$ cat config.mk
export PLATFORM = sky130hd
export DESIGN_NAME = iep_bank
export DESIGN_NICKNAME = d
export VERILOG_FILES = /design/src/iep_pkg.sv /design/src/iep_arbiter.sv /design/src/iep_bank.sv
export SDC_FILE = /design/constraint.sdc
export NUM_CORES = 1
export LEC_CHECK = 0
export BUFFER_PORTS_ARGS = -buffer_cell sky130_fd_sc_hd__clkbuf_2
export CORE_ASPECT_RATIO = 1.75
export CORE_MARGIN = 2
export CORE_UTILIZATION = 35
export DETAILED_ROUTE_END_ITERATION = 10
export SLEW_MARGIN = 20
export SYNTH_ARGS = -nofsm -noshare
export SYNTH_HDL_FRONTEND = slang
export SYNTH_HIERARCHICAL = 1
export SYNTH_SLANG_ARGS = --single-unit
$ cat constraint.sdc
create_clock -name ref_clk -period 7.8 [get_ports ref_clk]
set_input_delay 1.17 -clock ref_clk [delete_from_list [all_inputs] [get_ports ref_clk]]
set_output_delay 1.17 -clock ref_clk [all_outputs]
set_load 0.01 [all_outputs]
$ cat src/iep_pkg.sv
// constants, carrier types and shared decode for the interrupt enable/priority bank
package iep_pkg;
  localparam int AW = 6;
  localparam int DW = 32;
  localparam int RW = 16;
  localparam int LW = 3;
  localparam int BYTE_W = 8;
  localparam int NSRC = 48;
  localparam int NPRI = 8;
  localparam int FLD_STRIDE = 4;
  localparam int FLD_PER_WORD = 4;
  // byte offsets of the five registers
  localparam logic [AW-1:0] OFS_EN2 = 6'h00;
  localparam logic [AW-1:0] OFS_EN3 = 6'h04;
  localparam logic [AW-1:0] OFS_EN4 = 6'h08;
  localparam logic [AW-1:0] OFS_PR0 = 6'h0C;
  localparam logic [AW-1:0] OFS_PR1 = 6'h10;
  // register select codes
  localparam logic [2:0] SEL_EN2 = 3'h0;
  localparam logic [2:0] SEL_EN3 = 3'h1;
  localparam logic [2:0] SEL_EN4 = 3'h2;
  localparam logic [2:0] SEL_PR0 = 3'h3;
  localparam logic [2:0] SEL_PR1 = 3'h4;
  localparam logic [2:0] SEL_NONE = 3'h7;
  // implemented bits and reset values
  localparam logic [RW-1:0] EN2_MASK = 16'hDFFF;
  localparam logic [RW-1:0] EN3_MASK = 16'hBFFF;
  localparam logic [RW-1:0] EN4_MASK = 16'h00F7;
  localparam logic [RW-1:0] PR_MASK = 16'h7777;
  localparam logic [RW-1:0] EN_RST = 16'h0000;
  localparam logic [RW-1:0] PR_RST = 16'h4444;
  localparam logic [LW-1:0] LVL_OFF = 3'h0;
  localparam logic [LW-1:0] LVL_TOP = 3'h7;
  localparam logic [1:0] RESP_OKAY = 2'h0;
  localparam logic [1:0] RESP_SLVERR = 2'h2;
  localparam logic [1:0] STRB_ALL = 2'h3;
  // bit positions: word bases in the flat request vector, bits inside the enable words and priority word one
  localparam int BASE_EN2 = 0;
  localparam int BASE_EN3 = 16;
  localparam int BASE_EN4 = 32;
  localparam int EN3_I2CB_MST = 2;
  localparam int EN3_I2CB_SLV = 1;
  localparam int EN3_TMRG = 0;
  localparam int EN2_CANA_RX = 2;
  localparam int EN2_SPIB_EVT = 1;
  localparam int EN2_SPIB_ERR = 0;
  localparam int EN2_CAPC = 5;
  localparam int EN2_DMAD = 4;
  localparam int PR1_TMRB_LSB = 12;

  typedef struct packed {
    logic awvalid;
    logic [AW-1:0] awaddr;
    logic wvalid;
    logic [DW-1:0] wdata;
    logic [3:0] wstrb;
    logic bready;
    logic arvalid;
    logic [AW-1:0] araddr;
    logic rready;
  } iep_axi_req_t;

  typedef struct packed {
    logic awready;
    logic wready;
    logic bvalid;
    logic [1:0] bresp;
    logic arready;
    logic rvalid;
    logic [DW-1:0] rdata;
    logic [1:0] rresp;
  } iep_axi_rsp_t;

  typedef struct packed {
    logic i2c_b_master_evt_en;
    logic i2c_b_slave_evt_en;
    logic timer_g_irq_en;
    logic can_a_rx_ready_en;
    logic spi_b_event_en;
    logic spi_b_error_en;
    logic capture_c_irq_en;
    logic dma_ch_d_done_en;
  } iep_named_t;

  typedef struct packed {
    logic [RW-1:0] en2;
    logic [RW-1:0] en3;
    logic [RW-1:0] en4;
    logic [RW-1:0] pr0;
    logic [RW-1:0] pr1;
  } iep_regs_t;

  typedef struct packed {
    iep_regs_t regs;
    logic awHeld;
    logic [AW-1:0] awAddr;
    logic wHeld;
    logic [RW-1:0] wData;
    logic [1:0] wStrb;
    iep_axi_rsp_t rsp;
    logic [NSRC-1:0] gated;
    logic [NPRI*LW-1:0] levels;
    logic winValid;
    logic [2:0] winIdx;
    logic [LW-1:0] winLevel;
    iep_named_t named;
    logic [LW-1:0] tmrBLevel;
  } iep_state_t;

  localparam iep_regs_t REGS_RST = '{en2: EN_RST, en3: EN_RST, en4: EN_RST,
                                     pr0: PR_RST, pr1: PR_RST};
  localparam iep_axi_rsp_t RSP_RST = '{awready: 1'b1, wready: 1'b1, arready: 1'b1,
                                       default: '0};
  localparam iep_state_t ST_RST = '{regs: REGS_RST, rsp: RSP_RST, default: '0};

  // word decode shared by the read and write paths
  function automatic logic [2:0] regSel(input logic [AW-1:0] a);
    case ({a[AW-1:2], 2'h0})
      OFS_EN2: regSel = SEL_EN2;
      OFS_EN3: regSel = SEL_EN3;
      OFS_EN4: regSel = SEL_EN4;
      OFS_PR0: regSel = SEL_PR0;
      OFS_PR1: regSel = SEL_PR1;
      default: regSel = SEL_NONE;
    endcase
  endfunction

  // byte-lane merge limited to implemented bits
  function automatic logic [RW-1:0] mergeWord(input logic [RW-1:0] old,
    input logic [RW-1:0] data, input logic [1:0] strb, input logic [RW-1:0] mask);
    logic [RW-1:0] be;
    be = {{BYTE_W{strb[1]}}, {BYTE_W{strb[0]}}} & mask;
    mergeWord = (old & ~be) | (data & be);
  endfunction
endpackage

$ cat src/iep_arbiter.sv
// priority pick among tagged requests: highest level wins, lowest index on a tie
`timescale 1ns/10ps
`default_nettype none
module iep_arbiter #(
  parameter int N = 8,
  parameter int LW = 3,
  parameter int IW = 3
) (
  input wire logic [N-1:0] req,
  input wire logic [N*LW-1:0] level,
  output logic hit,
  output logic [IW-1:0] idx,
  output logic [LW-1:0] lvl
);
  // scan all sources; a level of zero can never beat the empty start
  always_comb
  begin
    lvl = '0;
    idx = '0;
    for (int i = 0; i < N; i++)
    begin
      if (req[i] && (level[i*LW +: LW] > lvl))
      begin
        lvl = level[i*LW +: LW];
        idx = IW'(i);
      end
    end
    hit = (lvl != '0);
  end
endmodule // iep_arbiter
`default_nettype wire

$ cat src/iep_bank.sv
// interrupt source enable and priority register bank with AXI4-Lite access
//
// The implementer's own choices: the register addresses and the AXI4-Lite register port.
`timescale 1ns/10ps
`default_nettype none
module iep_bank (
  input wire logic ref_clk,
  input wire logic resetn,
  input wire logic clkEn,
  input wire iep_pkg::iep_axi_req_t axiReq,
  output var iep_pkg::iep_axi_rsp_t axiRsp,
  input wire logic [iep_pkg::NSRC-1:0] srcPend,
  input wire logic [iep_pkg::NPRI-1:0] priPend,
  input wire logic [iep_pkg::NPRI-1:0] priEn,
  output var logic [iep_pkg::NSRC-1:0] srcGated,
  output var iep_pkg::iep_named_t namedGated,
  output var logic [iep_pkg::NPRI*iep_pkg::LW-1:0] srcLevel,
  output var logic winValid,
  output var logic [2:0] winIdx,
  output var logic [iep_pkg::LW-1:0] winLevel,
  output var logic [iep_pkg::LW-1:0] timerBLevel
);
  localparam int LW = iep_pkg::LW;
  localparam int NPRI = iep_pkg::NPRI;

  iep_pkg::iep_state_t st_q;
  iep_pkg::iep_state_t st_d;
  logic awTake;
  logic wTake;
  logic arTake;
  logic doWrite;
  logic [2:0] wrSel;
  logic [2:0] rdSel;
  logic [NPRI-1:0] priReq;
  logic [NPRI*LW-1:0] priLvl;
  logic [iep_pkg::NSRC-1:0] enFlat;
  logic arbHit;
  logic [2:0] arbIdx;
  logic [LW-1:0] arbLvl;
  logic topReq;
  logic [LW-1:0] maxLvl;

  // read mux over the five words, upper lanes zero
  function automatic logic [iep_pkg::DW-1:0] rdWord(input iep_pkg::iep_regs_t r,
    input logic [2:0] sel);
    logic [iep_pkg::RW-1:0] w;
    case (sel)
      iep_pkg::SEL_EN2: w = r.en2;
      iep_pkg::SEL_EN3: w = r.en3;
      iep_pkg::SEL_EN4: w = r.en4;
      iep_pkg::SEL_PR0: w = r.pr0;
      iep_pkg::SEL_PR1: w = r.pr1;
      default: w = '0;
    endcase
    rdWord = iep_pkg::DW'(w);
  endfunction

  // bus handshakes and decode
  assign awTake = axiReq.awvalid & st_q.rsp.awready;
  assign wTake = axiReq.wvalid & st_q.rsp.wready;
  assign arTake = axiReq.arvalid & st_q.rsp.arready;
  assign doWrite = st_q.awHeld & st_q.wHeld & ~st_q.rsp.bvalid;
  assign wrSel = iep_pkg::regSel(st_q.awAddr);
  assign rdSel = iep_pkg::regSel(axiReq.araddr);

  // request qualification inputs
  assign enFlat = {st_q.regs.en4, st_q.regs.en3, st_q.regs.en2};
  assign priReq = priPend & priEn;

  // unpack the eight 3-bit priority fields, four per word
  genvar g;
  generate
    for (g = 0; g < NPRI; g++)
    begin : g_fld
      localparam int FI = g % iep_pkg::FLD_PER_WORD;
      if (g < iep_pkg::FLD_PER_WORD)
      begin : g_lo
        assign priLvl[g*LW +: LW] = st_q.regs.pr0[FI*iep_pkg::FLD_STRIDE +: LW];
      end
      else
      begin : g_hi
        assign priLvl[g*LW +: LW] = st_q.regs.pr1[FI*iep_pkg::FLD_STRIDE +: LW];
      end
    end
  endgenerate

  // pick the most urgent tagged request
  iep_arbiter #(
    .N(NPRI),
    .LW(LW),
    .IW(3)
  ) u_arb (
    .req(priReq),
    .level(priLvl),
    .hit(arbHit),
    .idx(arbIdx),
    .lvl(arbLvl)
  );

  // next state: bus slave, register writes, qualified outputs
  always_comb
  begin
    st_d = st_q;
    if (clkEn)
    begin
      // address and data are caught independently
      if (awTake)
      begin
        st_d.awHeld = 1'b1;
        st_d.awAddr = axiReq.awaddr;
      end
      if (wTake)
      begin
        st_d.wHeld = 1'b1;
        st_d.wData = axiReq.wdata[iep_pkg::RW-1:0];
        st_d.wStrb = axiReq.wstrb[1:0];
      end
      if (st_q.rsp.bvalid && axiReq.bready)
      begin
        st_d.rsp.bvalid = 1'b0;
      end
      // write commits once both halves are held and no write response is pending
      if (doWrite)
      begin
        st_d.awHeld = 1'b0;
        st_d.wHeld = 1'b0;
        st_d.rsp.bvalid = 1'b1;
        st_d.rsp.bresp = iep_pkg::RESP_OKAY;
        case (wrSel)
          iep_pkg::SEL_EN2:
          begin
            st_d.regs.en2 = iep_pkg::mergeWord(st_q.regs.en2, st_q.wData, st_q.wStrb,
              iep_pkg::EN2_MASK);
          end
          iep_pkg::SEL_EN3:
          begin
            st_d.regs.en3 = iep_pkg::mergeWord(st_q.regs.en3, st_q.wData, st_q.wStrb,
              iep_pkg::EN3_MASK);
          end
          iep_pkg::SEL_EN4:
          begin
            st_d.regs.en4 = iep_pkg::mergeWord(st_q.regs.en4, st_q.wData, st_q.wStrb,
              iep_pkg::EN4_MASK);
          end
          iep_pkg::SEL_PR0:
          begin
            st_d.regs.pr0 = iep_pkg::mergeWord(st_q.regs.pr0, st_q.wData, st_q.wStrb,
              iep_pkg::PR_MASK);
          end
          iep_pkg::SEL_PR1:
          begin
            st_d.regs.pr1 = iep_pkg::mergeWord(st_q.regs.pr1, st_q.wData, st_q.wStrb,
              iep_pkg::PR_MASK);
          end
          default:
          begin
            st_d.rsp.bresp = iep_pkg::RESP_SLVERR;
          end
        endcase
      end
      st_d.rsp.awready = ~st_d.awHeld;
      st_d.rsp.wready = ~st_d.wHeld;
      // read answers one cycle after the address is taken
      if (st_q.rsp.rvalid && axiReq.rready)
      begin
        st_d.rsp.rvalid = 1'b0;
      end
      if (arTake)
      begin
        st_d.rsp.rvalid = 1'b1;
        st_d.rsp.rdata = rdWord(st_q.regs, rdSel);
        st_d.rsp.rresp = (rdSel == iep_pkg::SEL_NONE) ? iep_pkg::RESP_SLVERR
                                                    : iep_pkg::RESP_OKAY;
      end
      st_d.rsp.arready = ~st_d.rsp.rvalid;
      // enable gating of every source request
      st_d.gated = srcPend & enFlat;
      st_d.named.i2c_b_master_evt_en = srcPend[iep_pkg::BASE_EN3 + iep_pkg::EN3_I2CB_MST]
        & st_q.regs.en3[iep_pkg::EN3_I2CB_MST];
      st_d.named.i2c_b_slave_evt_en = srcPend[iep_pkg::BASE_EN3 + iep_pkg::EN3_I2CB_SLV]
        & st_q.regs.en3[iep_pkg::EN3_I2CB_SLV];
      st_d.named.timer_g_irq_en = srcPend[iep_pkg::BASE_EN3 + iep_pkg::EN3_TMRG]
        & st_q.regs.en3[iep_pkg::EN3_TMRG];
      st_d.named.can_a_rx_ready_en = srcPend[iep_pkg::BASE_EN2 + iep_pkg::EN2_CANA_RX]
        & st_q.regs.en2[iep_pkg::EN2_CANA_RX];
      st_d.named.spi_b_event_en = srcPend[iep_pkg::BASE_EN2 + iep_pkg::EN2_SPIB_EVT]
        & st_q.regs.en2[iep_pkg::EN2_SPIB_EVT];
      st_d.named.spi_b_error_en = srcPend[iep_pkg::BASE_EN2 + iep_pkg::EN2_SPIB_ERR]
        & st_q.regs.en2[iep_pkg::EN2_SPIB_ERR];
      st_d.named.capture_c_irq_en = srcPend[iep_pkg::BASE_EN2 + iep_pkg::EN2_CAPC]
        & st_q.regs.en2[iep_pkg::EN2_CAPC];
      st_d.named.dma_ch_d_done_en = srcPend[iep_pkg::BASE_EN2 + iep_pkg::EN2_DMAD]
        & st_q.regs.en2[iep_pkg::EN2_DMAD];
      // levels and arbitration result
      st_d.levels = priLvl;
      st_d.winValid = arbHit;
      st_d.winIdx = arbIdx;
      st_d.winLevel = arbLvl;
      st_d.tmrBLevel = st_q.regs.pr1[iep_pkg::PR1_TMRB_LSB +: LW];
    end
  end

  // state register; reset loads the documented defaults
  always_ff @(posedge ref_clk or negedge resetn)
  begin
    if (!resetn)
    begin
      st_q <= iep_pkg::ST_RST;
    end
    else
    begin
      st_q <= st_d;
    end
  end

  // outputs straight from the state register
  assign axiRsp = st_q.rsp;
  assign srcGated = st_q.gated;
  assign namedGated = st_q.named;
  assign srcLevel = st_q.levels;
  assign winValid = st_q.winValid;
  assign winIdx = st_q.winIdx;
  assign winLevel = st_q.winLevel;
  assign timerBLevel = st_q.tmrBLevel;

  // checker helpers: any top-level request, independent maximum
  always_comb
  begin
    topReq = 1'b0;
    maxLvl = iep_pkg::LVL_OFF;
    for (int i = 0; i < NPRI; i++)
    begin
      if (priReq[i] && priLvl[i*LW +: LW] == iep_pkg::LVL_TOP)
      begin
        topReq = 1'b1;
      end
      if (priReq[i] && priLvl[i*LW +: LW] > maxLvl)
      begin
        maxLvl = priLvl[i*LW +: LW];
      end
    end
  end

  // gated vector follows request and enable one cycle later
  gate_follow_a:
  assert property (@(posedge ref_clk) disable iff (!resetn)
    clkEn |=> srcGated == $past(srcPend & enFlat))
  else $error("gated request does not match request and enable");

  // a pending enabled level 7 request always makes the winning level 7
  top_wins_a:
  assert property (@(posedge ref_clk) disable iff (!resetn)
    clkEn && topReq |=> winValid && winLevel == iep_pkg::LVL_TOP)
  else $error("level 7 request did not win");

  // a winner never carries level zero, and its field really holds that level
  zero_never_a:
  assert property (@(posedge ref_clk) disable iff (!resetn)
    clkEn ##1 winValid |-> winLevel != iep_pkg::LVL_OFF
      && (($past(priReq) >> winIdx) & 8'h01) == 8'h01 && srcLevel[winIdx*LW +: LW] == winLevel)
  else $error("winner has level zero or wrong source");

  // winning level equals the largest requested level
  level_order_a:
  assert property (@(posedge ref_clk) disable iff (!resetn)
    clkEn |=> winLevel == $past(maxLvl) && winValid == ($past(maxLvl) != 3'h0))
  else $error("winning level is not the highest one");

  // first edge after release shows reset defaults
  reset_default_a:
  assert property (@(posedge ref_clk) disable iff (!resetn)
    $rose(resetn) |-> st_q.regs == iep_pkg::REGS_RST && !winValid)
  else $error("registers not at defaults after reset");

  // group three named requests
  i2c_timer_map_a:
  assert property (@(posedge ref_clk) disable iff (!resetn)
    clkEn |=> namedGated.i2c_b_master_evt_en == srcGated[18]
      && namedGated.i2c_b_slave_evt_en == srcGated[17]
      && namedGated.timer_g_irq_en == srcGated[16])
  else $error("group three bit mapping wrong");

  // group two low named requests
  can_spi_map_a:
  assert property (@(posedge ref_clk) disable iff (!resetn)
    clkEn |=> namedGated.can_a_rx_ready_en == $past(srcPend[2] & st_q.regs.en2[2])
      && namedGated.spi_b_event_en == srcGated[1]
      && namedGated.spi_b_error_en == srcGated[0])
  else $error("group two low bit mapping wrong");

  // group two capture and dma requests
  cap_dma_map_a:
  assert property (@(posedge ref_clk) disable iff (!resetn)
    clkEn |=> namedGated.capture_c_irq_en == $past(srcPend[5] & st_q.regs.en2[5])
      && namedGated.dma_ch_d_done_en == $past(srcPend[4] & st_q.regs.en2[4]))
  else $error("capture or dma bit mapping wrong");

  // timer level tracks bits 14-12 of priority word one
  timer_level_a:
  assert property (@(posedge ref_clk) disable iff (!resetn)
    clkEn |=> timerBLevel == $past(st_q.regs.pr1[iep_pkg::PR1_TMRB_LSB +: LW])
      && timerBLevel == srcLevel[(NPRI-1)*LW +: LW])
  else $error("timer level field misplaced");

  // upper read lanes are zero and unimplemented bits of en4 and pr1 stay zero
  reserved_zero_a:
  assert property (@(posedge ref_clk) disable iff (!resetn)
    axiRsp.rvalid |-> axiRsp.rdata[31:16] == 16'h0000
      && (st_q.regs.en4 & ~iep_pkg::EN4_MASK) == 16'h0000
      && (st_q.regs.pr1 & ~iep_pkg::PR_MASK) == 16'h0000)
  else $error("reserved bit set");

  // full-lane write to priority word one lands masked one cycle later
  write_back_a:
  assert property (@(posedge ref_clk) disable iff (!resetn)
    clkEn && doWrite && wrSel == iep_pkg::SEL_PR1 && st_q.wStrb == iep_pkg::STRB_ALL
      |=> st_q.regs.pr1 == ($past(st_q.wData) & iep_pkg::PR_MASK) && axiRsp.bvalid)
  else $error("priority write not stored");
endmodule // iep_bank
`default_nettype wire

Word level (Yosys, flattened, before mapping)
Index checks and enable logic that the tools add are counted.
Storage, ports and cells
  bits in registers: 237
  latch bits: 0
  bits in writable memories: 0
  memory bits (read-only): 0
  input bits: 120
  output and inout bits: 131
  word-level logic and storage cells: 164
  memories kept: 0
Cells by class
  $add $sub $neg: 0
  $mul: 0
  divide/modulo/power cells: 0
  order comparisons: 8
  eq/ne operators: 24
  shifts and indexed selects: 0
  mux-type cells: 36
  bitwise logic cells: 37
  reductions and logical operators: 27
Operators with widths (number)
  $mux W81: 2
  $and A16 B16 Y16: 7
  $mux W16: 5
  $or A16 B16 Y16: 5
  $pmux W16 S5: 1
  $mux W35: 2
  $and A48 B48 Y48: 1
  $mux W3: 13
  $not A16 Y16: 2
  $pmux W3 S5: 2
  $gt A3 B3 Y1: 7
  $mux W19: 1
  $and A16 B15 Y16: 1
  $and A16 B8 Y16: 1
  $eq A4 B2 Y1 const B: 4
  $not A15 Y16: 1
  $not A8 Y16: 1
  $reduce_and A3 Y1: 5
  $ne A2 B1 Y1 const B: 7
  $and A1 B1 Y1: 13
  $eq A3 B2 Y1 const B: 4
  $logic_and A1 B1 Y1: 10
  $reduce_and A2 Y1: 5
  $eq A3 B3 Y1 const B: 3
  other kinds (14): 29

Depth between registers and ports, before layout
  depth in word-level cells: 25
  depth in mapped cells: 46
  depth with buffers taken out: 45

Modules after synthesis
Netlist, hierarchy kept.
Modules (own cells, without submodules)
  iep_bank: instances 1, cells each 714, area an instance 8360.5 um^2, seq. area each 4418.0 um^2
  iep_arbiter: instances 1, cells each 153, area an instance 1046.0 um^2, seq. area each 0.0 um^2

Least setup slack after synthesis
No wires, ideal clock.
  kind: input-to-reg
  from: input priPend[0] (netlist bit)
  to: register st_q (netlist bit winValid)
  library setup time: 0.125 ns
  data arrival time: 9.097 ns
  data required time: 7.675 ns
  slack: -1.421 ns
  stages: 44
  buffers on the path: 0
  cell sequence: and2_1 > nand2_1 > ha_1 > nor2b_4 > o31a_4 > a21bo_2 > nand2_1 > ha_1 > nor4_1 > a2111oi_0 > a211oi_1 > ha_1 > nor3b_1 > a221o_1 > o211a_1 > mux2_4 > ha_1 > nor2_1 > [... 8 more ...] > nand2_2 > nand2_1 > ha_1 > nand2_1 > o21ai_0 > a21boi_0 > o21ai_1 > nor2_1 > a31oi_1 > ha_1 > nor2b_1 > o21ai_0 > a21oi_1 > inv_1 > and2_1 > o211a_1 > o221ai_2 > mux2_2
On the way
  longest elaborated chain between the ends: 25
Ends and longest elaborated chain
  start, declared: RTL line iep_bank.sv:13  | input wire logic [iep_pkg::NPRI-1:0] priPend,
  $and A8 B8 Y8 (*): RTL line iep_bank.sv:68  | assign priReq = priPend & priEn;
  $logic_and A1 B1 Y1 (*): RTL line iep_arbiter.sv:22  | if (req[i] && (level[i*LW +: LW] > lvl))
  $mux W3 (*)
  $gt A3 B3 Y1: RTL line iep_arbiter.sv:22
  $logic_and A1 B1 Y1: RTL line iep_arbiter.sv:22
  $mux W3 (*): RTL line iep_arbiter.sv:22
  $gt A3 B3 Y1: RTL line iep_arbiter.sv:22
  $logic_and A1 B1 Y1
  [... 10 more ...]
  $gt A3 B3 Y1: RTL line iep_arbiter.sv:22
  $logic_and A1 B1 Y1: RTL line iep_arbiter.sv:22
  $mux W3 (*): RTL line iep_arbiter.sv:22
  $gt A3 B3 Y1
  $logic_and A1 B1 Y1: RTL line iep_arbiter.sv:22
  $mux W3 (*): RTL line iep_arbiter.sv:22
  $reduce_bool A3 Y1 (*): RTL line iep_arbiter.sv:28  | hit = (lvl != '0);
  via arbHit: RTL line iep_bank.sv:37  | logic arbHit;
  end signal, assigned: RTL line iep_bank.sv:208  | st_q <= iep_pkg::ST_RST;
  end signal, assigned: RTL line iep_bank.sv:212  | st_q <= st_d;
  end, declared: RTL line iep_bank.sv:26  | iep_pkg::iep_state_t st_q;
Mark *: on every way through the listed nets, which the timed path passes. The rest lies on a longest branch.
A chain may end at the register's enable or synchronous reset.

Final worst setup path
  from: input priPend[0] (netlist bit)
  to: register st_q (netlist bit winValid)
On the way
  longest elaborated chain between the ends: 25
Ends and longest elaborated chain
  $and A8 B8 Y8 (*): RTL line iep_bank.sv:68
  via priReq[0]: RTL line iep_bank.sv:34  | logic [NPRI-1:0] priReq;
  $logic_and A1 B1 Y1 (*): RTL line iep_arbiter.sv:22
  $mux W3 (*)
  $gt A3 B3 Y1: RTL line iep_arbiter.sv:22
  $logic_and A1 B1 Y1: RTL line iep_arbiter.sv:22
  $mux W3 (*): RTL line iep_arbiter.sv:22
  $gt A3 B3 Y1: RTL line iep_arbiter.sv:22
  [... 11 more ...]
  $gt A3 B3 Y1: RTL line iep_arbiter.sv:22
  $logic_and A1 B1 Y1: RTL line iep_arbiter.sv:22
  $mux W3 (*): RTL line iep_arbiter.sv:22
  $gt A3 B3 Y1
  $logic_and A1 B1 Y1: RTL line iep_arbiter.sv:22
  $mux W3 (*): RTL line iep_arbiter.sv:22
  $reduce_bool A3 Y1 (*): RTL line iep_arbiter.sv:28
  via arbHit: RTL line iep_bank.sv:37
Marked as above.

==> summary.md <==
| Metric | Value |
|---|---|
| Power Dens Cells | `between 300 and 400 nW/um2` |
| Routed wire length | `24700 um` |
| CP startpoint kind | `input port` |
| CTS Buffer Depth | `2` |
| Ports | `around 250` |
| Worst path slowest cell | `ha_2` |
| Worst min-delay path category | `flip-flop to flip-flop` |
| CP endpoint kind | `flip-flop` |
| Setup tns final | `-3.27 ns` |
| Mapped Area | `roughly 9400 um2` |
| Status | `finished, violations left` |
| Placer Congestion | `0.828` |
| Routed via count | `between 6000 and 7000` |
| Residual DRC | `0` |
| Hold Buf Count CTS | `0` |
| Starting density of the core | `0.355` |
| Maximum VDD drop | `0.164 mV` |
| Setup violations, final | `7` |
| Slew margin rel. | `0.350` |
| Row Count | `79` |
| Diode count | `0` |
| CTS Buf Count | `17` |
| Core ar. | `between 20000 and 30000 um2` |
| Die area | `28300 um2` |
| Final worst slack | `-0.545 ns` |
| CTS tree | `yes` |
| RSZ-0062 raised after global routing | `yes` |
| Failing checks | `setup timing` |
| Largest net degree at the start of global routing | `between 100 and 150` |
| Post-detail-place hpwl | `about 18000 um` |
| Worst-margin pin slew | `around 1 ns` |
| Final slew viol count | `0` |
| CP top delay family | `compound AO/OA/AOI/OAI gates` |
| Via/cell ratio | `4.95` |
| Fin. Hold Viols | `0` |
| Buf/Inv on CP | `4` |
| Critical Path Max Stage Delay | `0.33 ns` |
| F_max | `between 100 and 150 MHz` |
| Critical path depth | `46` |
| Worst Path Required | `between 8 and 9 ns` |
| TritonCTS Sinks | `roughly 180` |
| Min Tclk post-route | `between 8 and 9 ns` |
| CP Capture Point | `winValid` |
| Leak | `roughly 0.0055 uW` |
| GRT Util Overall | `0.180` |
| Initial DRC Count | `roughly 320` |
| Share of cells above drive strength 1 | `0.470` |
| Max Clock Skew | `around 0.0092 ns` |
| Clk slew on worst S/H paths | `around 0.06 ns` |
| Port Buf Inserts | `about 190` |
| Syn_area_per_cell | `~11 um2` |
| R2r endpoint | `winValid` |
| Worst reg-to-reg setup slack | `-0.05 ns` |
| DR pass1 iterations | `4` |
| WL/cell | `18.4 um` |
| Worst slack, placed | `-1.37 ns` |
| Fraction of registers with async set/reset | `1.00` |
| Flops & latches, synth | `between 150 and 200` |
| Die Span Y | `around 220 um` |
| Gate Count Post-Synth | `between 800 and 900` |
| Layout Area Growth over Synthesis | `19.6%` |
| Post-synthesis sequential area ratio | `0.470` |
| Gr ovfl total | `0` |
| Worst reg2reg path depth | `44` |
| First-pass GRT wire length | `around 39000 um` |
| DRT antenna net count | `0` |
| Post-synth EDFFs | `0` |
| Clk_lat worst skew | `0.45 ns` |
| Yosys cell types | `76` |
| Most common flop cell mapped by yosys | `dfrtp_1` |
| Clock root buffer | `clkbuf_16` |
| WP data arrival | `between 8 and 9 ns` |
| Critical path origin | `priPend[0]` |
| Crit path top cell by count | `ha_4` |
| Worst reg2reg startpoint | `priLvl[2]` |
| Syn. warnings | `6` |
| Initial antenna violation count | `0` |
| Die Span X | `between 100 and 150 um` |
| Vias in the first global route | `between 6000 and 7000` |
| Final Cycle Share | `1.07` |
| Crit path kind | `input port to flip-flop` |
| Worst-path fanout max | `4` |
| Max-cap violation count | `0` |
| H-tree depth | `4` |
| Layout net count | `between 1000 and 1500` |
## layout make-up
type / count / area, um2
clock buffers: 23 / 488
flip-flops and latches: 176 / 4420
multi-input cells: 500 / 4130
repair buffers: 252 / 1440
fillers: 2583 / 15200
clock inverters: 9 / 153
inverters: 57 / 214
well taps: 324 / 405
## logic make-up (layout without fill, tap and decap cells)
logic type               Yosys count  count (layout)  synth area share
AO/OA/AOI/OAI                    145             145             0.108
adder cells (fa/ha/maj)           14              14            0.0182
buffers and inverters            219             341             0.143
flip-flops                       176             176             0.470
multiplexers                     131             131             0.158
other                              1              29          0.000399
AND/OR/NAND/NOR                  181             181             0.103
## repair_timing
item,CTS,global route
gates resized for setup,33,20
cloned,0,0
pin swaps,34,6
setup buffers,6,6
endpoints found under the setup margin,7,7
## layout by cell type, fill, tap and decap left out, types with 5 or more instances in the layout
cell       netlist  layout
a211oi_1         9       8
a21o_1           5       5
a21oi_1         20      17
a22o_1           8       8
a22oi_1          5       5
and2_1          13      11
buf_4          131      62
clkbuf_16        0      17
clkbuf_2         0     186
conb_1           1      29
dfrtp_1        165     165
dfstp_2         11      11
ha_4             0       8
inv_1           56      54
mux2_2         109     104
mux2_4           8      13
mux2i_1         14      14
nand2_1         42      35
nand2_2          1       6
nand3_1         51      49
nand3b_1         5       5
nand4_1          5       5
nor2_1          31      25
nor3_1           5       5
o21ai_0         49      47
o22a_1           6       6
## worst min path at each step
| stage | slack [ns] | depth (start not counted) | startpoint | to |
|---|---|---|---|---|
| after floorplan | 0.44 | 2 | axiRsp[17] | axiRsp[17] |
| after global routing | 0.51 | 2 | axiRsp[5] | axiRsp[5] |
| after CTS | 0.48 | 2 | axiRsp[17] | axiRsp[17] |
| after global placement | 0.45 | 2 | axiRsp[17] | axiRsp[17] |
| final | 0.48 | 2 | axiRsp[17] | axiRsp[17] |
| after detailed placement | 0.46 | 2 | axiRsp[17] | axiRsp[17] |
## cells in the mapped netlist (8+ instances only)
library cell,count,area share
inv_1,56,0.022
mux2_2,109,0.13
a21oi_1,20,0.011
a22o_1,8,0.0074
clkbuf_1,15,0.0060
dfstp_2,11,0.031
nand2_1,42,0.017
mux2_4,8,0.013
nor2_1,31,0.012
a211oi_1,9,0.0072
o21ai_0,49,0.026
dfrtp_1,165,0.44
buf_4,131,0.10
mux2i_1,14,0.015
nand3_1,51,0.027
buf_2,11,0.0059
ha_1,12,0.016
and2_1,13,0.0086
## report_power, final
group | total, uW | switching, uW | internal (uW)
clock network | 937 | 367 | 570
logic | 1520 | 727 | 797
registers | 1520 | 300 | 1220
total | 3980 | 1390 | 2580
## worst reg2reg max path: cells and delay by family (launching register included)
family	cells	cell delay (ns)
multiplexers	3	0.89
flip-flops	1	0.54
AND/OR/NAND/NOR	13	0.89
AO/OA/AOI/OAI	16	2.75
adder cells (fa/ha/maj)	9	2.34
buffers and inverters	3	0.31
## registers in the layout (all words and copies together) (netlist names), 3 cells and up
name      flops
srcGated     37
enFlat       37
winLevel      3
srcLevel     24
st_q         24
axiRsp       23
winIdx        3
priLvl       24
## metrics by stage
step                      cell area, um2  utilization  instances  power, uW  hold WS (ns)
final                              11200        0.425       1341       3980         0.476
after global routing               11200        0.425       1341       4220         0.510
after global placement             10200        0.387       1297       2850         0.453
after CTS                          11100        0.419       1335       3940         0.479
after detailed placement           10200        0.387       1297       2890         0.464
after floorplan                     9630            -        895       2510         0.440
## metal layers
metal	global-route usage	wire length, um	vias up	share of wire
met1	0.195	9420	3275	0.38
met5	0	0	-	0
li1	-	-	3156	-
met2	0.341	13800	178	0.56
met4	0.0677	551	0	0.022
met3	0.0326	924	34	0.037
Note: power is estimated with default switching activity, not from simulation.
